### config.mk
export PLATFORM = sky130hd
export DESIGN_NAME = hk_cycle_skip_scheduler
export DESIGN_NICKNAME = d
export VERILOG_FILES = /design/src/hk_skip_pkg.sv /design/src/tc_cmd_if.sv /design/src/tc_skip_parser.sv /design/src/hk_cycle_skip_scheduler.sv
export SDC_FILE = /design/constraint.sdc
export NUM_CORES = 1
export LEC_CHECK = 0
export ABC_CLOCK_PERIOD_IN_PS = 6700
export BUFFER_PORTS_ARGS = -buffer_cell sky130_fd_sc_hd__buf_2
export CORE_MARGIN = 3
export CORE_UTILIZATION = 52
export CTS_CLUSTER_SIZE = 16
export DETAILED_ROUTE_END_ITERATION = 8
export GPL_ROUTABILITY_DRIVEN = 1
export PLACE_DENSITY = 0.69
export REMOVE_ABC_BUFFERS = 1
export SLEW_MARGIN = 40
export SYNTH_ARGS = -nofsm -noshare
export SYNTH_HDL_FRONTEND = slang
export SYNTH_SLANG_ARGS = --single-unit
### constraint.sdc
create_clock -name clk_i -period 6.7 [get_ports clk_i]
set_input_delay 1.005 -clock clk_i [delete_from_list [all_inputs] [get_ports clk_i]]
set_output_delay 1.005 -clock clk_i [all_outputs]
set_load 0.05 [all_outputs]
### src/hk_skip_pkg.sv
// constants shared by the housekeeping cycle skip scheduler and its packet parser
package hk_skip_pkg;
    // telecommand header field values
    localparam logic [6:0] TC_APID = 7'h47;
    localparam logic [3:0] TC_CATEGORY = 4'hc;
    localparam logic [15:0] TC_LENGTH = 16'h0007;
    localparam logic [7:0] TC_TYPE = 8'hc0;
    localparam logic [7:0] TC_SUBTYPE = 8'h16;
    localparam logic [7:0] TC_PAD = 8'h00;
    // byte positions inside the packet
    localparam logic [3:0] IDX_ID_HI = 4'h0;
    localparam logic [3:0] IDX_ID_LO = 4'h1;
    localparam logic [3:0] IDX_LEN_HI = 4'h4;
    localparam logic [3:0] IDX_LEN_LO = 4'h5;
    localparam logic [3:0] IDX_TYPE = 4'h7;
    localparam logic [3:0] IDX_SUBTYPE = 4'h8;
    localparam logic [3:0] IDX_PAD = 4'h9;
    localparam logic [3:0] IDX_CNT_HI = 4'ha;
    localparam logic [3:0] IDX_CNT_LO = 4'hb;
    localparam logic [3:0] IDX_LAST = 4'hd;
    localparam logic [3:0] IDX_OVF = 4'he;
    // timing
    localparam int unsigned CLK_HZ = 50000000;
    localparam int unsigned HK_CYCLE_MS = 11200;
    localparam logic [31:0] HK_CYCLE_CLKS = 32'(HK_CYCLE_MS * (CLK_HZ / 1000));
    // register byte offsets
    localparam logic [7:0] REG_CTRL = 8'h00;
    localparam logic [7:0] REG_STATUS = 8'h04;
    localparam logic [7:0] REG_SKIP_COUNT = 8'h08;
    localparam logic [7:0] REG_SKIPPED = 8'h0c;
    localparam logic [7:0] REG_TC_STATS = 8'h10;
    // field positions and reset values
    localparam int CTRL_EN_BIT = 0;
    localparam logic CTRL_EN_RESET = 1'b1;
    localparam int ST_COLLECT_BIT = 0;
    localparam int ST_SKIP_BIT = 1;
    localparam int ST_BOOT_BIT = 2;
    localparam logic [15:0] SKIP_COUNT_RESET = 16'h0000;
    // scheduler states
    typedef enum logic [1:0] {SCH_BOOT, SCH_COLLECT, SCH_SKIP} sched_state_t;
endpackage : hk_skip_pkg

### src/tc_cmd_if.sv
// carrier for a decoded cycle-skip command from the parser to the scheduler
`timescale 1ns/100ps
interface tc_cmd_if;
    logic valid;
    logic reject;
    logic [15:0] count;
    modport src (output valid, output reject, output count);
    modport dst (input valid, input reject, input count);
endinterface : tc_cmd_if

### src/tc_skip_parser.sv
// byte-serial parser that recognises the housekeeping cycle skip command
`timescale 1ns/100ps
module tc_skip_parser (
    input wire logic clk_i,              // system clock
    input wire logic rst_i,              // synchronous reset, active high
    input wire logic [7:0] tc_byte_i,    // packet byte
    input wire logic tc_valid_i,         // byte strobe
    input wire logic tc_last_i,          // last byte of packet
    tc_cmd_if.src cmd                    // decoded command
);
    logic [3:0] idx_reg, idx_next;
    logic ok_reg, ok_next;
    logic [15:0] cnt_reg, cnt_next;
    logic valid_reg, valid_next;
    logic reject_reg, reject_next;

    // field check per byte position; checksum and sender-owned fields are not judged
    function automatic logic field_ok(input logic [3:0] idx, input logic [7:0] b);
        unique case (idx)
            hk_skip_pkg::IDX_ID_HI: field_ok = (b[2:0] == hk_skip_pkg::TC_APID[6:4]);
            hk_skip_pkg::IDX_ID_LO: field_ok = (b == {hk_skip_pkg::TC_APID[3:0], hk_skip_pkg::TC_CATEGORY});
            hk_skip_pkg::IDX_LEN_HI: field_ok = (b == hk_skip_pkg::TC_LENGTH[15:8]);
            hk_skip_pkg::IDX_LEN_LO: field_ok = (b == hk_skip_pkg::TC_LENGTH[7:0]);
            hk_skip_pkg::IDX_TYPE: field_ok = (b == hk_skip_pkg::TC_TYPE);
            hk_skip_pkg::IDX_SUBTYPE: field_ok = (b == hk_skip_pkg::TC_SUBTYPE);
            hk_skip_pkg::IDX_PAD: field_ok = (b == hk_skip_pkg::TC_PAD);
            hk_skip_pkg::IDX_OVF: field_ok = 1'b0;
            default: field_ok = (idx <= hk_skip_pkg::IDX_LAST);
        endcase
    endfunction : field_ok

    // byte walk; a packet of the wrong length is refused at its last byte
    always_comb begin
        idx_next = idx_reg;
        ok_next = ok_reg;
        cnt_next = cnt_reg;
        valid_next = 1'b0;
        reject_next = 1'b0;
        if (tc_valid_i) begin
            if (!field_ok(idx_reg, tc_byte_i)) begin
                ok_next = 1'b0;
            end
            if (idx_reg == hk_skip_pkg::IDX_CNT_HI) begin
                cnt_next = {tc_byte_i, cnt_reg[7:0]};
            end
            if (idx_reg == hk_skip_pkg::IDX_CNT_LO) begin
                cnt_next = {cnt_reg[15:8], tc_byte_i};
            end
            if (tc_last_i) begin
                valid_next = ok_next && (idx_reg == hk_skip_pkg::IDX_LAST);
                reject_next = !valid_next;
                idx_next = hk_skip_pkg::IDX_ID_HI;
                ok_next = 1'b1;
            end else if (idx_reg != hk_skip_pkg::IDX_OVF) begin
                idx_next = idx_reg + 4'h1;
            end
        end
    end

    always_ff @(posedge clk_i) begin
        if (rst_i) begin
            idx_reg <= 4'h0;
            ok_reg <= 1'b1;
            cnt_reg <= 16'h0000;
            valid_reg <= 1'b0;
            reject_reg <= 1'b0;
        end else begin
            idx_reg <= idx_next;
            ok_reg <= ok_next;
            cnt_reg <= cnt_next;
            valid_reg <= valid_next;
            reject_reg <= reject_next;
        end
    end

    assign cmd.valid = valid_reg;
    assign cmd.reject = reject_reg;
    assign cmd.count = cnt_reg;

    AST_BAD_TYPE_REFUSED: assert property (@(posedge clk_i) disable iff (rst_i)
        tc_valid_i && !tc_last_i && idx_reg == hk_skip_pkg::IDX_TYPE && tc_byte_i != hk_skip_pkg::TC_TYPE
        |=> !ok_reg)
        else $error("wrong packet type not refused");
    AST_BAD_ID_REFUSED: assert property (@(posedge clk_i) disable iff (rst_i)
        tc_valid_i && !tc_last_i && idx_reg == hk_skip_pkg::IDX_ID_LO
        && tc_byte_i != {hk_skip_pkg::TC_APID[3:0], hk_skip_pkg::TC_CATEGORY}
        |=> !ok_reg)
        else $error("wrong process id or category not refused");
    AST_BAD_LEN_REFUSED: assert property (@(posedge clk_i) disable iff (rst_i)
        tc_valid_i && !tc_last_i && idx_reg == hk_skip_pkg::IDX_LEN_LO && tc_byte_i != hk_skip_pkg::TC_LENGTH[7:0]
        |=> !ok_reg)
        else $error("wrong length not refused");
    AST_VALID_ONLY_AT_END: assert property (@(posedge clk_i) disable iff (rst_i)
        tc_valid_i && tc_last_i && idx_reg != hk_skip_pkg::IDX_LAST |=> !valid_reg && reject_reg)
        else $error("short or long packet accepted");
    COV_ACCEPT: cover property (@(posedge clk_i) disable iff (rst_i) valid_reg);
    COV_REJECT: cover property (@(posedge clk_i) disable iff (rst_i) reject_reg);
endmodule : tc_skip_parser

### src/hk_cycle_skip_scheduler.sv
// housekeeping cycle skip scheduler with command parser and wishbone status registers
// Notes on behaviour
// command carries process id 1000111 and category 1100; others are refused
// sender fills sequence count with three zero bits and an 11-bit counter
// sender keeps a separate sequence counter per process id and category
// length field must read seven, application bytes plus five
// only packet type c0 with subtype 16 is taken as the skip command
// sender sets service version zero, checksum flag one, acknowledgement 0001
// after a zero pad byte comes one 16-bit unsigned skip count
// reset sets the skip count to zero, so every cycle collects
// an accepted count is loaded at once, not at a cycle boundary
// pattern: one collecting cycle, then N skipped cycles, repeating forever
// skipped cycles start no conversions and emit no housekeeping packet
// a count change takes effect only from the next cycle boundary
// a new count replaces the old; skipping continues until it is reached
// count below cycles already skipped makes the next cycle collect
// sender uses 65535 to suspend collection, small or zero to resume
// boundaries come from a periodic tick; one skip counter compared each boundary
`timescale 1ns/100ps
module hk_cycle_skip_scheduler #(
    parameter logic [31:0] CYCLE_CLKS = hk_skip_pkg::HK_CYCLE_CLKS // clocks per housekeeping cycle
) (
    input wire logic clk_i,              // 50 MHz system clock
    input wire logic rst_i,              // synchronous reset, active high
    input wire logic [7:0] tc_byte_i,    // telecommand byte
    input wire logic tc_valid_i,         // telecommand byte strobe
    input wire logic tc_last_i,          // last byte of telecommand packet
    input wire logic wb_cyc_i,           // wishbone cycle
    input wire logic wb_stb_i,           // wishbone strobe
    input wire logic wb_we_i,            // wishbone write enable
    input wire logic [7:0] wb_adr_i,     // wishbone byte address
    input wire logic [3:0] wb_sel_i,     // wishbone byte selects
    input wire logic [31:0] wb_dat_i,    // wishbone write data
    output logic [31:0] wb_dat_o,        // wishbone read data
    output logic wb_ack_o,               // wishbone acknowledge
    output logic conv_start_o,           // pulse: start engineering conversions
    output logic collecting_o,           // level: current cycle collects housekeeping
    output logic skipping_o,             // level: current cycle is skipped
    output logic tc_accept_o,            // pulse: skip command accepted
    output logic tc_reject_o             // pulse: packet refused
);
    tc_cmd_if cmd ();

    tc_skip_parser parser (
        .clk_i(clk_i),
        .rst_i(rst_i),
        .tc_byte_i(tc_byte_i),
        .tc_valid_i(tc_valid_i),
        .tc_last_i(tc_last_i),
        .cmd(cmd)
    );

    // ---- cycle tick divider
    logic [31:0] timer_reg, timer_next;
    logic tick_reg, tick_next;
    logic enable_reg, enable_next;

    // the divider freezes while disabled, so the scheduler holds its phase
    always_comb begin
        timer_next = timer_reg;
        tick_next = 1'b0;
        if (enable_reg) begin
            if (timer_reg == 32'h0000_0000) begin
                timer_next = CYCLE_CLKS - 32'h0000_0001;
                tick_next = 1'b1;
            end else begin
                timer_next = timer_reg - 32'h0000_0001;
            end
        end
    end

    always_ff @(posedge clk_i) begin
        if (rst_i) begin
            timer_reg <= 32'h0000_0000;
            tick_reg <= 1'b0;
        end else begin
            timer_reg <= timer_next;
            tick_reg <= tick_next;
        end
    end

    // ---- skip scheduler
    hk_skip_pkg::sched_state_t state_reg, state_next;
    logic [15:0] skip_count_reg, skip_count_next;
    logic [15:0] skipped_reg, skipped_next;
    logic conv_start_reg, conv_start_next;
    logic collecting_reg, collecting_next;
    logic skipping_reg, skipping_next;

    // decisions use the stored count only at a boundary, so a running cycle is never cut short
    always_comb begin
        state_next = state_reg;
        skipped_next = skipped_reg;
        skip_count_next = skip_count_reg;
        conv_start_next = 1'b0;
        if (cmd.valid) begin
            skip_count_next = cmd.count;
        end
        if (tick_reg) begin
            unique case (state_reg)
                hk_skip_pkg::SCH_BOOT: begin
                    state_next = hk_skip_pkg::SCH_COLLECT;
                end
                hk_skip_pkg::SCH_COLLECT: begin
                    if (skip_count_reg != 16'h0000) begin
                        state_next = hk_skip_pkg::SCH_SKIP;
                        skipped_next = 16'h0001;
                    end
                end
                hk_skip_pkg::SCH_SKIP: begin
                    if (skipped_reg >= skip_count_reg) begin
                        state_next = hk_skip_pkg::SCH_COLLECT;
                        skipped_next = 16'h0000;
                    end else begin
                        skipped_next = skipped_reg + 16'h0001;
                    end
                end
                default: state_next = hk_skip_pkg::SCH_BOOT; // an illegal code restarts from boot
            endcase
            conv_start_next = (state_next == hk_skip_pkg::SCH_COLLECT);
        end
        collecting_next = (state_next == hk_skip_pkg::SCH_COLLECT);
        skipping_next = (state_next == hk_skip_pkg::SCH_SKIP);
    end

    always_ff @(posedge clk_i) begin
        if (rst_i) begin
            state_reg <= hk_skip_pkg::SCH_BOOT;
            skip_count_reg <= hk_skip_pkg::SKIP_COUNT_RESET;
            skipped_reg <= 16'h0000;
            conv_start_reg <= 1'b0;
            collecting_reg <= 1'b0;
            skipping_reg <= 1'b0;
        end else begin
            state_reg <= state_next;
            skip_count_reg <= skip_count_next;
            skipped_reg <= skipped_next;
            conv_start_reg <= conv_start_next;
            collecting_reg <= collecting_next;
            skipping_reg <= skipping_next;
        end
    end

    // ---- command statistics and pulses
    logic [15:0] accept_cnt_reg, accept_cnt_next;
    logic [15:0] reject_cnt_reg, reject_cnt_next;
    logic accept_reg, reject_reg;

    // counters wrap; software only reads them, so no clear race exists
    always_comb begin
        accept_cnt_next = accept_cnt_reg + (cmd.valid ? 16'h0001 : 16'h0000);
        reject_cnt_next = reject_cnt_reg + (cmd.reject ? 16'h0001 : 16'h0000);
    end

    always_ff @(posedge clk_i) begin
        if (rst_i) begin
            accept_cnt_reg <= 16'h0000;
            reject_cnt_reg <= 16'h0000;
            accept_reg <= 1'b0;
            reject_reg <= 1'b0;
        end else begin
            accept_cnt_reg <= accept_cnt_next;
            reject_cnt_reg <= reject_cnt_next;
            accept_reg <= cmd.valid;
            reject_reg <= cmd.reject;
        end
    end

    // ---- wishbone slave
    logic ack_reg, ack_next;
    logic [31:0] rdat_reg, rdat_next;
    logic [7:0] word_adr;

    assign word_adr = {wb_adr_i[7:2], 2'b00};

    // one wait state: ack follows one edge after the request; unmapped reads give zero
    // a write lands at the edge where the master sees ack, so a withdrawn request never writes
    always_comb begin
        ack_next = wb_cyc_i && wb_stb_i && !ack_reg;
        enable_next = enable_reg;
        rdat_next = 32'h0000_0000;
        if (ack_reg && wb_cyc_i && wb_stb_i && wb_we_i && wb_sel_i[0] && word_adr == hk_skip_pkg::REG_CTRL) begin
            enable_next = wb_dat_i[hk_skip_pkg::CTRL_EN_BIT];
        end
        if (ack_next && !wb_we_i) begin
            unique case (word_adr)
                hk_skip_pkg::REG_CTRL: rdat_next[hk_skip_pkg::CTRL_EN_BIT] = enable_reg;
                hk_skip_pkg::REG_STATUS: begin
                    rdat_next[hk_skip_pkg::ST_COLLECT_BIT] = collecting_reg;
                    rdat_next[hk_skip_pkg::ST_SKIP_BIT] = skipping_reg;
                    rdat_next[hk_skip_pkg::ST_BOOT_BIT] = (state_reg == hk_skip_pkg::SCH_BOOT);
                end
                hk_skip_pkg::REG_SKIP_COUNT: rdat_next = {16'h0000, skip_count_reg};
                hk_skip_pkg::REG_SKIPPED: rdat_next = {16'h0000, skipped_reg};
                hk_skip_pkg::REG_TC_STATS: rdat_next = {reject_cnt_reg, accept_cnt_reg};
                default: rdat_next = 32'h0000_0000;
            endcase
        end
    end

    always_ff @(posedge clk_i) begin
        if (rst_i) begin
            ack_reg <= 1'b0;
            rdat_reg <= 32'h0000_0000;
            enable_reg <= hk_skip_pkg::CTRL_EN_RESET;
        end else begin
            ack_reg <= ack_next;
            rdat_reg <= rdat_next;
            enable_reg <= enable_next;
        end
    end

    assign wb_ack_o = ack_reg;
    assign wb_dat_o = rdat_reg;
    assign conv_start_o = conv_start_reg;
    assign collecting_o = collecting_reg;
    assign skipping_o = skipping_reg;
    assign tc_accept_o = accept_reg;
    assign tc_reject_o = reject_reg;

    // ---- checks
    AST_RESET_COUNT_ZERO: assert property (@(posedge clk_i)
        rst_i |=> skip_count_reg == 16'h0000 && !skipping_o)
        else $error("skip count not zero after reset");
    AST_LOAD_AT_ONCE: assert property (@(posedge clk_i) disable iff (rst_i)
        cmd.valid |=> skip_count_reg == $past(cmd.count))
        else $error("accepted count not loaded next cycle");
    AST_NO_CONV_WHILE_SKIP: assert property (@(posedge clk_i) disable iff (rst_i)
        skipping_o |-> !conv_start_o && !collecting_o)
        else $error("conversion started in skipped cycle");
    AST_COLLECT_THEN_SKIP: assert property (@(posedge clk_i) disable iff (rst_i)
        tick_reg && state_reg == hk_skip_pkg::SCH_COLLECT && skip_count_reg != 16'h0000
        |=> skipping_o && skipped_reg == 16'h0001)
        else $error("nonzero count did not start skipping");
    AST_COLLECT_REPEAT: assert property (@(posedge clk_i) disable iff (rst_i)
        tick_reg && state_reg == hk_skip_pkg::SCH_COLLECT && skip_count_reg == 16'h0000
        |=> conv_start_o && collecting_o)
        else $error("zero count did not collect every cycle");
    AST_SKIP_DONE_COLLECT: assert property (@(posedge clk_i) disable iff (rst_i)
        tick_reg && state_reg == hk_skip_pkg::SCH_SKIP && skipped_reg >= skip_count_reg
        |=> conv_start_o && collecting_o && skipped_reg == 16'h0000)
        else $error("skip run not ended by collecting cycle");
    AST_SKIP_CONTINUE: assert property (@(posedge clk_i) disable iff (rst_i)
        tick_reg && state_reg == hk_skip_pkg::SCH_SKIP && skipped_reg < skip_count_reg
        |=> skipping_o && skipped_reg == $past(skipped_reg) + 16'h0001)
        else $error("skip run ended early");
    AST_BOUNDARY_ONLY: assert property (@(posedge clk_i) disable iff (rst_i)
        !tick_reg |=> $stable(state_reg) && $stable(skipped_reg) && !conv_start_o)
        else $error("schedule moved between boundaries");
    AST_CONV_PULSE: assert property (@(posedge clk_i) disable iff (rst_i)
        conv_start_o |=> !conv_start_o)
        else $error("conversion start longer than one cycle");
    AST_COUNT_HELD: assert property (@(posedge clk_i) disable iff (rst_i)
        !cmd.valid |=> $stable(skip_count_reg))
        else $error("skip count changed without a command");
    AST_START_ONLY_COLLECT: assert property (@(posedge clk_i) disable iff (rst_i)
        conv_start_o |-> collecting_o)
        else $error("conversion start outside a collecting cycle");
    COV_ENTER_SKIP: cover property (@(posedge clk_i) disable iff (rst_i) collecting_o ##1 skipping_o);
    COV_LEAVE_SKIP: cover property (@(posedge clk_i) disable iff (rst_i) skipping_o ##1 conv_start_o);
    COV_CMD_WHILE_SKIP: cover property (@(posedge clk_i) disable iff (rst_i) skipping_o && cmd.valid);
endmodule : hk_cycle_skip_scheduler

==> run_summary.xml, run 1 <==
<?xml version="1.0" encoding="UTF-8"?>
<metrics>
  <group name="worst_hold_path">
    <metric name="worst_hold_path_type" unit="">flip-flop to flip-flop</metric>
    <metric name="whs_endpoint" unit="">parser.cmd.count[4]</metric>
    <metric name="timing.hold.worst_path_depth" unit="">2</metric>
    <metric name="holdCritStartpoint" unit="">parser.cmd.count[4]</metric>
  </group>
  <group name="synth">
    <metric name="synth.distinct_cells" unit="">61</metric>
    <metric name="asyncSetResetFlopFracSynth" unit="">0</metric>
    <metric name="synth.yosys.warnings" unit="">0</metric>
    <metric name="yosys.area.top_type" unit="">dfxtp_1</metric>
    <metric name="synthMostInstantiatedCell" unit="">dfxtp_1</metric>
    <metric name="synth_top_flop_cell" unit="">dfxtp_1</metric>
    <metric name="post_synth_inst_count" unit="">831</metric>
    <metric name="register_bit_count_reported_by_yosys" unit="">161</metric>
    <metric name="synth.top_cell.area_share" unit="">0.440</metric>
    <metric name="synth_area_leaders" unit="">dfxtp_1 (44%), nor2_1 (5.7%), ha_1 (4.8%)</metric>
    <metric name="synth_commonest_cells" unit="">dfxtp_1 (161), nor2_1 (111), nand2_1 (66)</metric>
    <metric name="sequential_cell_area_fraction_in_the_yosys_report" unit="">0.440</metric>
    <metric name="synthesis.area" unit="sq um">7330</metric>
    <metric name="synth.avg_cell_area" unit="sq um">8.82</metric>
    <metric name="synth_enable_flop_cells" unit="">0</metric>
  </group>
  <group name="timing">
    <metric name="slew_headroom" unit="">0.482</metric>
    <metric name="finalSetupTns" unit="ns">0</metric>
    <metric name="timing.final.crit_share" unit="">0.414</metric>
    <metric name="finalSetupViolations" unit="">0</metric>
    <metric name="worst_pin_slew" unit="ns">0.774</metric>
    <metric name="final_number_of_max_transition_violations" unit="">0</metric>
    <metric name="final-hold-violation-count" unit="">0</metric>
    <metric name="unrepaired_setup_endpoints_after_global_routing" unit="">false</metric>
    <metric name="fin_skew" unit="ns">0.0115</metric>
    <metric name="achievable-frequency" unit="MHz">360</metric>
    <metric name="final.min_clock_period" unit="ns">2.78</metric>
  </group>
  <group name="setup_path">
    <metric name="cp_startpoint_kind" unit="">primary input</metric>
    <metric name="r2r-end" unit="">timer_reg[17]</metric>
    <metric name="timing.setup.critical_path_class" unit="">primary input to flip-flop</metric>
    <metric name="slowest_stage" unit="">and2_1</metric>
    <metric name="reg2regPathDepth" unit="">6</metric>
    <metric name="cp_delay_by_family_top" unit="">simple AND/OR/NAND/NOR gates</metric>
    <metric name="path_common_cell" unit="">and2_1</metric>
    <metric name="crit_arrival" unit="ns">3.14</metric>
    <metric name="worstPathBufferInverterCount" unit="">1</metric>
    <metric name="cp_slowest_stage_delay" unit="ns">0.55</metric>
    <metric name="rrSetupSlack" unit="ns">4.15</metric>
    <metric name="worstReg2RegStart" unit="">timer_reg[23]</metric>
    <metric name="critPathRequiredTime" unit="ns">7.06</metric>
    <metric name="critical_path_peak_fanout" unit="">16</metric>
    <metric name="crit_chain" unit="">buf_2 -&gt; or3_1 -&gt; nor3_1 -&gt; and2_1 -&gt; nor2b_2 -&gt; and2_1</metric>
    <metric name="end_kind" unit="">flip-flop</metric>
  </group>
  <group name="floorplan">
    <metric name="fp.dieArea" unit="sq um">15600</metric>
    <metric name="floorplan.initialDensity" unit="">0.543</metric>
    <metric name="chipWidth" unit="um">125</metric>
    <metric name="chipHeight" unit="um">125</metric>
    <metric name="placeableCoreArea" unit="sq um">13500</metric>
    <metric name="io_pins" unit="">97</metric>
    <metric name="placement_rows" unit="">42</metric>
  </group>
  <group name="place">
    <metric name="port_buffers" unit="">60</metric>
    <metric name="gp_routability_congestion" unit="">0.893</metric>
    <metric name="final_hpwl_dp" unit="um">11000</metric>
  </group>
  <group name="cts">
    <metric name="tritoncts" unit="">done</metric>
    <metric name="clockBufferDepth" unit="">2</metric>
    <metric name="post-cts-setup-buffers" unit="">0</metric>
    <metric name="cts-htree-levels" unit="">4</metric>
    <metric name="cts-buffers-inserted" unit="">17</metric>
    <metric name="number_of_hold_repair_buffers_added_at_the_cts_stage" unit="">0</metric>
    <metric name="clock-root-buffer" unit="">clkbuf_16</metric>
    <metric name="worstSkewPairLatency" unit="ns">0.43</metric>
    <metric name="clock_sinks" unit="">161</metric>
    <metric name="clk_transition_reported_paths" unit="ns">0.06</metric>
    <metric name="postCtsResizedCells" unit="">0</metric>
  </group>
  <group name="cells_and_area">
    <metric name="layout.nets" unit="">962</metric>
    <metric name="final_layout_size_suffix_gt1_frac" unit="">0.144</metric>
    <metric name="antenna-diode-count" unit="">0</metric>
    <metric name="areaGrowthSynthToFinish" unit="%">13.3</metric>
  </group>
  <group name="route">
    <metric name="drt_drc_violations_left" unit="">0</metric>
    <metric name="drt-initial-drc-count" unit="">361</metric>
    <metric name="vias_after_detailed_routing" unit="">5809</metric>
    <metric name="routed_wl" unit="um">15500</metric>
    <metric name="average_wire_per_cell_in_the_routed_design" unit="um">14.5</metric>
    <metric name="vias_per_cell" unit="">5.46</metric>
    <metric name="detail_route.first_pass.iterations" unit="">5</metric>
    <metric name="postRouteAntennaNets" unit="">0</metric>
  </group>
  <group name="power_and_ir_drop">
    <metric name="worst_ir_drop_vdd" unit="uV">179</metric>
    <metric name="power.total" unit="uW">2740</metric>
    <metric name="power_per_cell_area" unit="nW/um^2">330</metric>
    <metric name="power_leakage" unit="uW">0.00313</metric>
  </group>
  <group name="run_status">
    <metric name="outcome" unit="">complete, no violations</metric>
  </group>
  <group name="global_route">
    <metric name="grt_overflow_total" unit="">0</metric>
    <metric name="vias_in_the_first_global_route" unit="">5355</metric>
    <metric name="grtUsageTotal" unit="">0.199</metric>
    <metric name="global_route_wire_length_before_repair" unit="um">25900</metric>
    <metric name="grt_antenna_before_repair" unit="">0</metric>
    <metric name="maximum_number_of_pins_on_one_net_before_global_route_repair" unit="">55</metric>
  </group>
  <group name="run">
    <metric name="max_cap_viol_count" unit="">0</metric>
  </group>
</metrics>
[worst register-to-register path, stage by stage (launching register included)]
cell and delay (ns):
dfxtp_1 0.35, or4_4 0.57, or4_4 0.46, nor3_4 0.22, nand4_4 0.38, nand2_4 0.38, nor2_1 0.09
[cells in the final DEF, fill, tap and decap left out, drive strengths merged, types with 6 or more instances in the layout]
master / instances
a21oi: 35
a22oi: 17
and2: 23
and3: 15
buf: 62
clkbuf: 23
dfxtp: 161
ha: 28
inv: 29
mux2i: 24
nand2: 67
nand2b: 6
nand3: 32
nand4: 19
nor2: 122
nor2b: 12
nor3: 23
nor4: 17
o21ai: 31
or3: 7
xnor2: 40
xor2: 29
[routing by layer]
| layer | GRT usage | part of all wire |
|---|---|---|
| met5 | 0 | 0 |
| met1 | 0.261 | 0.48 |
| met4 | 0.0554 | 0.012 |
| met2 | 0.320 | 0.46 |
| met3 | 0.0579 | 0.047 |
[cells by family after synthesis]
group                    count (synthesis)  synth area share
multiplexers                            26            0.0358
XOR/XNOR                                69            0.0824
AO/OA/AOI/OAI                          115             0.102
flip-flops                             161             0.440
buffers and inverters                   66            0.0382
AND/OR/NAND/NOR                        366             0.255
adder cells (fa/ha/maj)                 28            0.0478
[final cells by class]
class,instances,area [sq um]
clock buffer,23,498
clock inverter,9,104
fill,1141,5200
inverter,29,109
multi-input combinational,604,3830
sequential,161,3220
tap,176,220
timing repair buffer,62,318
[metrics by stage]
stage / instance area (sq um) / hold slack, ns / std cells / util / setup slack (ns)
2_1_floorplan: 7160 / 0.430 / 794 / - / 3.80
5_1_grt: 8310 / 0.489 / 1064 / 0.615 / 3.70
3_5_place_dp: 7700 / 0.449 / 1032 / 0.570 / 3.10
6_report: 8310 / 0.459 / 1064 / 0.615 / 3.92
4_1_cts: 8300 / 0.464 / 1064 / 0.615 / 3.53
3_3_place_gp: 7700 / 0.442 / 1032 / 0.570 / 3.16
[worst max path at each step]
stage / start / end / slack, ns / cells past startpoint
after floorplan: wb_adr_i[5] / wb_dat_o[16] / 3.80 / 5
after global placement: wb_adr_i[5] / wb_dat_o[27] / 3.16 / 6
after detailed placement: wb_adr_i[5] / wb_dat_o[21] / 3.10 / 6
after CTS: wb_adr_i[5] / wb_dat_o[21] / 3.53 / 6
after global routing: wb_adr_i[5] / wb_dat_o[25] / 3.70 / 6
final: wb_adr_i[5] / wb_dat_o[21] / 3.92 / 6
[where the power goes]
part           switching (uW)  total (uW)  internal (uW)
Combinational             377         643            266
Clock                     370         966            596
Sequential               83.3        1130           1040
Total                     831        2740           1910
Note: power is estimated with default switching activity, not from simulation.
==> run 2, diff against run 1 <==
ABC_CLOCK_PERIOD_IN_PS = 2700   (was 6700)
clock period = 2.7 ns   (was 6.7 ns; I/O delays follow)
==> run_summary.xml, run 2 (synthesized netlist as in run 1, its figures left out) <==
<?xml version="1.0" encoding="UTF-8"?>
<metrics>
  <group name="run_status">
    <metric name="outcome" unit="">complete, no violations</metric>
  </group>
  <group name="cts">
    <metric name="cts-htree-levels" unit="">4</metric>
    <metric name="clock_sinks" unit="">161</metric>
    <metric name="postCtsResizedCells" unit="">0</metric>
    <metric name="post-cts-setup-buffers" unit="">0</metric>
    <metric name="worstSkewPairLatency" unit="ns">0.42</metric>
    <metric name="clock-root-buffer" unit="">clkbuf_16</metric>
    <metric name="tritoncts" unit="">done</metric>
    <metric name="cts-buffers-inserted" unit="">17</metric>
    <metric name="clockBufferDepth" unit="">2</metric>
    <metric name="clk_transition_reported_paths" unit="ns">0.07</metric>
    <metric name="number_of_hold_repair_buffers_added_at_the_cts_stage" unit="">0</metric>
  </group>
  <group name="setup_path">
    <metric name="critPathRequiredTime" unit="ns">3.06</metric>
    <metric name="end_kind" unit="">flip-flop</metric>
    <metric name="crit_arrival" unit="ns">2.84</metric>
    <metric name="rrSetupSlack" unit="ns">0.22</metric>
    <metric name="timing.setup.critical_path_class" unit="">flip-flop to flip-flop</metric>
    <metric name="critical_path_peak_fanout" unit="">14</metric>
    <metric name="cp_startpoint_kind" unit="">flip-flop</metric>
  </group>
  <group name="cells_and_area">
    <metric name="layout.filler_cells" unit="">1142</metric>
    <metric name="layout_commonest_cell" unit="">dfxtp_1</metric>
    <metric name="top_library_cells_by_usage_in_the_layout_fill_and_taps_aside" unit="">dfxtp_1 (161), nor2_1 (111), nand2_1 (66)</metric>
    <metric name="layout.nets" unit="">972</metric>
    <metric name="final_layout_size_suffix_gt1_frac" unit="">0.153</metric>
    <metric name="stdcell_area" unit="sq um">8340</metric>
    <metric name="antenna-diode-count" unit="">0</metric>
    <metric name="finish.cell_count_without_fillers" unit="">1074</metric>
    <metric name="areaGrowthSynthToFinish" unit="%">13.7</metric>
    <metric name="utilization" unit="">0.617</metric>
  </group>
  <group name="floorplan">
    <metric name="chipHeight" unit="um">125</metric>
    <metric name="io_pins" unit="">97</metric>
    <metric name="chipWidth" unit="um">125</metric>
    <metric name="placement_rows" unit="">42</metric>
    <metric name="fp.dieArea" unit="sq um">15600</metric>
    <metric name="placeableCoreArea" unit="sq um">13500</metric>
    <metric name="floorplan.initialDensity" unit="">0.543</metric>
  </group>
  <group name="global_route">
    <metric name="grt_antenna_before_repair" unit="">0</metric>
    <metric name="grtUsageTotal" unit="">0.198</metric>
    <metric name="grt_overflow_total" unit="">0</metric>
    <metric name="vias_in_the_first_global_route" unit="">5482</metric>
    <metric name="maximum_number_of_pins_on_one_net_before_global_route_repair" unit="">42</metric>
    <metric name="global_route_wire_length_before_repair" unit="um">25900</metric>
  </group>
  <group name="timing">
    <metric name="slew_headroom" unit="">0.502</metric>
    <metric name="timing.final.crit_share" unit="">0.920</metric>
    <metric name="final-hold-violation-count" unit="">0</metric>
    <metric name="final.min_clock_period" unit="ns">2.48</metric>
    <metric name="final_number_of_max_transition_violations" unit="">0</metric>
    <metric name="finalSetupTns" unit="ns">0</metric>
    <metric name="finalSetupViolations" unit="">0</metric>
    <metric name="achievable-frequency" unit="MHz">403</metric>
    <metric name="worst_pin_slew" unit="ns">0.737</metric>
    <metric name="unrepaired_setup_endpoints_after_global_routing" unit="">false</metric>
    <metric name="fin_skew" unit="ns">0.00910</metric>
  </group>
  <group name="run">
    <metric name="max_cap_viol_count" unit="">0</metric>
  </group>
  <group name="route">
    <metric name="routed_wl" unit="um">15600</metric>
    <metric name="vias_after_detailed_routing" unit="">5884</metric>
    <metric name="detail_route.first_pass.iterations" unit="">5</metric>
    <metric name="postRouteAntennaNets" unit="">0</metric>
    <metric name="drt_drc_violations_left" unit="">0</metric>
    <metric name="drt-initial-drc-count" unit="">381</metric>
    <metric name="average_wire_per_cell_in_the_routed_design" unit="um">14.5</metric>
    <metric name="vias_per_cell" unit="">5.48</metric>
  </group>
  <group name="place">
    <metric name="post-place-cells" unit="">1042</metric>
    <metric name="gp_routability_congestion" unit="">0.864</metric>
    <metric name="port_buffers" unit="">60</metric>
    <metric name="cell_area_reported_after_detailed_placement" unit="sq um">7770</metric>
    <metric name="final_hpwl_dp" unit="um">11200</metric>
  </group>
  <group name="power_and_ir_drop">
    <metric name="power_per_cell_area" unit="nW/um^2">802</metric>
    <metric name="worst_ir_drop_vdd" unit="uV">464</metric>
    <metric name="power_leakage" unit="uW">0.00314</metric>
  </group>
  <group name="worst_hold_path">
    <metric name="worst_hold_path_type" unit="">primary input to flip-flop</metric>
  </group>
</metrics>
==> run 2: cell count changes in the layout (fill, tap and decap cells not counted) <==
cell	before	now
nor2b_1	11	12
inv_6	0	3
clkinv_2	4	2
clkinvlp_4	2	7
nor2b_2	1	0
bufinv_16	2	1
and2_1	23	22
clkbuf_1	1	0
dfxtp_1	160	161
dfxtp_2	1	0
and2_0	0	1
clkbuf_8	5	0
buf_4	3	13
clkinv_4	1	2
==> run 2: report_power, final <==
group | internal (uW) | leakage, uW | total [uW] | switching (uW)
registers | 2590 | 0.00130 | 2800 | 212
logic | 688 | 0.00158 | 1620 | 928
clock network | 1270 | 0.000254 | 2270 | 995
==> run 2: worst max-delay path, stage by stage (launching register included) <==
cell,delay (ns)
dfxtp_1,0.33
inv_1,0.06
ha_1,0.31
a211oi_1,0.21
nor2_1,0.08
or3_1,0.36
a211o_1,0.31
a221o_1,0.57
nor2_1,0.19
==> run 2: path summary, 6_finish.rpt <==
| kind | start | depth (start not counted) | to |
|---|---|---|---|
| setup / recovery | skip_count_reg[13] | 8 | skipped_reg[11] |
| hold / removal | wb_dat_i[0] | 3 | enable_reg |
| setup reg to reg | skip_count_reg[13] | 8 | skipped_reg[11] |
| hold reg to reg | parser.cmd.count[7] | 2 | parser.cmd.count[7] |
==> run 2: layer usage <==
layer / track usage / up-vias / part of all wire
met5: 0 / - / 0
met4: 0.0587 / 0 / 0.011
met3: 0.0515 / 17 / 0.050
met2: 0.316 / 145 / 0.46
met1: 0.264 / 2746 / 0.48
li1: - / 2976 / -
==> run 2: cell type report <==
cell class | count | area (sq um) | share of cell area
timing repair buffer | 72 | 393 | 0.0471
inverter | 29 | 109 | 0.0131
tap | 176 | 220 | 0.0264
sequential | 161 | 3220 | 0.387
multi-input combinational | 604 | 3830 | 0.459
clock inverter | 15 | 136 | 0.0164
clock buffer | 17 | 425 | 0.0510
==> run 2: stage by stage <==
step	setup WS [ns]	hold slack (ns)	power, uW
3_5_place_dp	0.207	0.451	4460
6_report	0.217	0.243	6690
5_1_grt	0.0383	0.241	7050
2_1_floorplan	0.404	0.430	4090
4_1_cts	0.191	0.236	6730
3_3_place_gp	0.255	0.446	4400
==> run 3, diff against run 2 <==
--- a/config.mk
+++ b/config.mk
@@ -7,3 +7,3 @@
 export LEC_CHECK = 0
-export ABC_CLOCK_PERIOD_IN_PS = 2700
+export ABC_CLOCK_PERIOD_IN_PS = 2400
 export BUFFER_PORTS_ARGS = -buffer_cell sky130_fd_sc_hd__buf_2
==> constraint.sdc (replaced) <==
create_clock -name clk_i -period 2.4 [get_ports clk_i]
set_input_delay 0.36 -clock clk_i [delete_from_list [all_inputs] [get_ports clk_i]]
set_output_delay 0.36 -clock clk_i [all_outputs]
set_load 0.1 [all_outputs]
==> run_summary.xml, run 3 (synthesized netlist as in run 1, its figures left out) <==
<?xml version="1.0" encoding="UTF-8"?>
<metrics>
  <group name="floorplan">
    <metric name="chipWidth" unit="um">125</metric>
    <metric name="placeableCoreArea" unit="sq um">13500</metric>
    <metric name="floorplan.initialDensity" unit="">0.543</metric>
    <metric name="io_pins" unit="">97</metric>
    <metric name="chipHeight" unit="um">125</metric>
    <metric name="placement_rows" unit="">42</metric>
    <metric name="fp.dieArea" unit="sq um">15600</metric>
  </group>
  <group name="timing">
    <metric name="final.min_clock_period" unit="ns">2.38</metric>
    <metric name="fin_skew" unit="ns">0.00941</metric>
    <metric name="worst_pin_slew" unit="ns">0.746</metric>
    <metric name="finalSetupTns" unit="ns">0</metric>
    <metric name="timing.final.crit_share" unit="">0.990</metric>
    <metric name="achievable-frequency" unit="MHz">421</metric>
    <metric name="final-hold-violation-count" unit="">0</metric>
    <metric name="finalSetupViolations" unit="">0</metric>
    <metric name="final_number_of_max_transition_violations" unit="">0</metric>
    <metric name="slew_headroom" unit="">0.496</metric>
    <metric name="whs" unit="ns">0.182</metric>
  </group>
  <group name="cells_and_area">
    <metric name="top_library_cells_by_usage_in_the_layout_fill_and_taps_aside" unit="">dfxtp_1 (156), nor2_1 (111), nand2_1 (66)</metric>
    <metric name="layout.filler_cells" unit="">1148</metric>
    <metric name="utilization" unit="">0.628</metric>
    <metric name="areaGrowthSynthToFinish" unit="%">15.7</metric>
    <metric name="layout.nets" unit="">989</metric>
    <metric name="antenna-diode-count" unit="">0</metric>
    <metric name="layout_commonest_cell" unit="">dfxtp_1</metric>
    <metric name="final_layout_size_suffix_gt1_frac" unit="">0.175</metric>
    <metric name="sequential_cell_area" unit="sq um">3230</metric>
    <metric name="multi_input_area" unit="sq um">3850</metric>
  </group>
  <group name="setup_path">
    <metric name="slowest_stage" unit="">a2111oi_1</metric>
    <metric name="rrSetupSlack" unit="ns">0.02</metric>
    <metric name="timing.setup.critical_path_class" unit="">flip-flop to flip-flop</metric>
    <metric name="r2r-end" unit="">state_reg[1]</metric>
    <metric name="critPathRequiredTime" unit="ns">2.69</metric>
    <metric name="worstReg2RegStart" unit="">skip_count_reg[14]</metric>
    <metric name="cp_startpoint_kind" unit="">flip-flop</metric>
    <metric name="crit_chain" unit="">inv_1 -&gt; ha_1 -&gt; nand4_1 -&gt; nor3_1 -&gt; or3_1 -&gt; a211o_1 -&gt; and3_1 -&gt; a2111oi_1</metric>
    <metric name="worst_setup_startpoint" unit="">skip_count_reg[14]</metric>
    <metric name="crit_arrival" unit="ns">2.66</metric>
    <metric name="reg2regPathDepth" unit="">8</metric>
    <metric name="cp_slowest_stage_delay" unit="ns">0.39</metric>
    <metric name="critical_path_peak_fanout" unit="">4</metric>
    <metric name="end_kind" unit="">flip-flop</metric>
  </group>
  <group name="route">
    <metric name="drt_drc_violations_left" unit="">0</metric>
    <metric name="routed_wl" unit="um">16100</metric>
    <metric name="postRouteAntennaNets" unit="">0</metric>
    <metric name="drt-initial-drc-count" unit="">380</metric>
    <metric name="vias_per_cell" unit="">5.42</metric>
    <metric name="average_wire_per_cell_in_the_routed_design" unit="um">14.7</metric>
    <metric name="vias_after_detailed_routing" unit="">5916</metric>
    <metric name="detail_route.first_pass.iterations" unit="">5</metric>
  </group>
  <group name="power_and_ir_drop">
    <metric name="power_frac_clock" unit="">0.332</metric>
    <metric name="worst_ir_drop_vdd" unit="uV">509</metric>
    <metric name="seq_power_share" unit="">0.417</metric>
    <metric name="internal_power_summed_over_all_cells" unit="uW">5190</metric>
    <metric name="power_leakage" unit="uW">0.00324</metric>
    <metric name="p_sw" unit="uW">2370</metric>
    <metric name="proportion_of_power_drawn_by_combinational_gates" unit="">0.251</metric>
    <metric name="power_per_cell_area" unit="nW/um^2">891</metric>
    <metric name="power.total" unit="uW">7560</metric>
    <metric name="sw_frac_of_total" unit="">0.314</metric>
  </group>
  <group name="cts">
    <metric name="cts-buffers-inserted" unit="">17</metric>
    <metric name="clk_transition_reported_paths" unit="ns">0.06</metric>
    <metric name="worstSkewPairLatency" unit="ns">0.43</metric>
    <metric name="tritoncts" unit="">done</metric>
    <metric name="cts-htree-levels" unit="">4</metric>
    <metric name="clock_sinks" unit="">161</metric>
    <metric name="clockBufferDepth" unit="">2</metric>
    <metric name="clock-root-buffer" unit="">clkbuf_16</metric>
  </group>
  <group name="global_route">
    <metric name="global_route_wire_length_before_repair" unit="um">26900</metric>
    <metric name="grt_overflow_total" unit="">0</metric>
    <metric name="grtUsageTotal" unit="">0.206</metric>
    <metric name="grt_antenna_before_repair" unit="">0</metric>
    <metric name="vias_in_the_first_global_route" unit="">5747</metric>
    <metric name="maximum_number_of_pins_on_one_net_before_global_route_repair" unit="">48</metric>
  </group>
  <group name="run_status">
    <metric name="outcome" unit="">complete, no violations</metric>
  </group>
  <group name="place">
    <metric name="final_hpwl_dp" unit="um">11500</metric>
    <metric name="port_buffers" unit="">60</metric>
    <metric name="gp_routability_congestion" unit="">0.869</metric>
  </group>
  <group name="worst_hold_path">
    <metric name="worst_hold_path_type" unit="">primary input to flip-flop</metric>
    <metric name="whs_endpoint" unit="">enable_reg</metric>
    <metric name="timing.hold.worst_path_depth" unit="">3</metric>
    <metric name="holdCritStartpoint" unit="">wb_dat_i[0]</metric>
  </group>
  <group name="run">
    <metric name="max_cap_viol_count" unit="">0</metric>
  </group>
</metrics>
## run 3: through the flow
step	setup WS (ns)	instance area (sq um)	cells
finish	0.0249	8490	1091
global route	-0.110	8490	1091
CTS	0.0321	8440	1089
detailed placement	0.0468	7890	1057
global placement	0.0952	7890	1057
floorplan	0.121	7160	794
## run 3: power by group through the flow
stage / logic, uW / clock network (uW) / registers (uW)
6_report: 1900 / 2510 / 3160
5_1_grt: 2110 / 2660 / 3190
4_1_cts: 1890 / 2550 / 3150
3_5_place_dp: 1870 / 0 / 3200
3_3_place_gp: 1810 / 0 / 3180
2_1_floorplan: 1430 / 0 / 3200
## run 3: layer usage
layer	global-route usage	part of all wire
met4	0.0690	0.015
met3	0.0485	0.044
met1	0.269	0.48
met2	0.336	0.46
met5	0	0
## run 3: how the worst max path moves through the flow
stage	cells past startpoint	to	slack [ns]
2_1_floorplan	6	timer_reg[10]	0.12
3_3_place_gp	9	skipped_reg[1]	0.1
3_5_place_dp	9	skipped_reg[6]	0.05
4_1_cts	9	skipped_reg[1]	0.03
5_1_grt	8	state_reg[1]	-0.11
6_report	8	state_reg[1]	0.02
## run 3: area by class of cell
class / instances / share of cell area
Timing Repair Buffer: 89 / 0.0618
Clock inverter: 10 / 0.0102
Clock buffer: 22 / 0.0547
Multi-Input combinational cell: 604 / 0.454
Inverter: 29 / 0.0128
Sequential cell: 161 / 0.380
Tap cell: 176 / 0.0259
## run 3: what timing repair did
action	CTS	global route
buffers inserted	0	2
hold buffers	0	0
gates resized for setup	0	12
endpoints found under the setup margin	0	17
## run 3: worst max-delay path: cells and delay by family, from the launching register on
family                   cells  cell delay (ns)
AO/OA/AOI/OAI                2             0.73
adder cells (fa/ha/maj)      1             0.33
buffers and inverters        1             0.08
flip-flops                   1             0.33
AND/OR/NAND/NOR              4             0.78
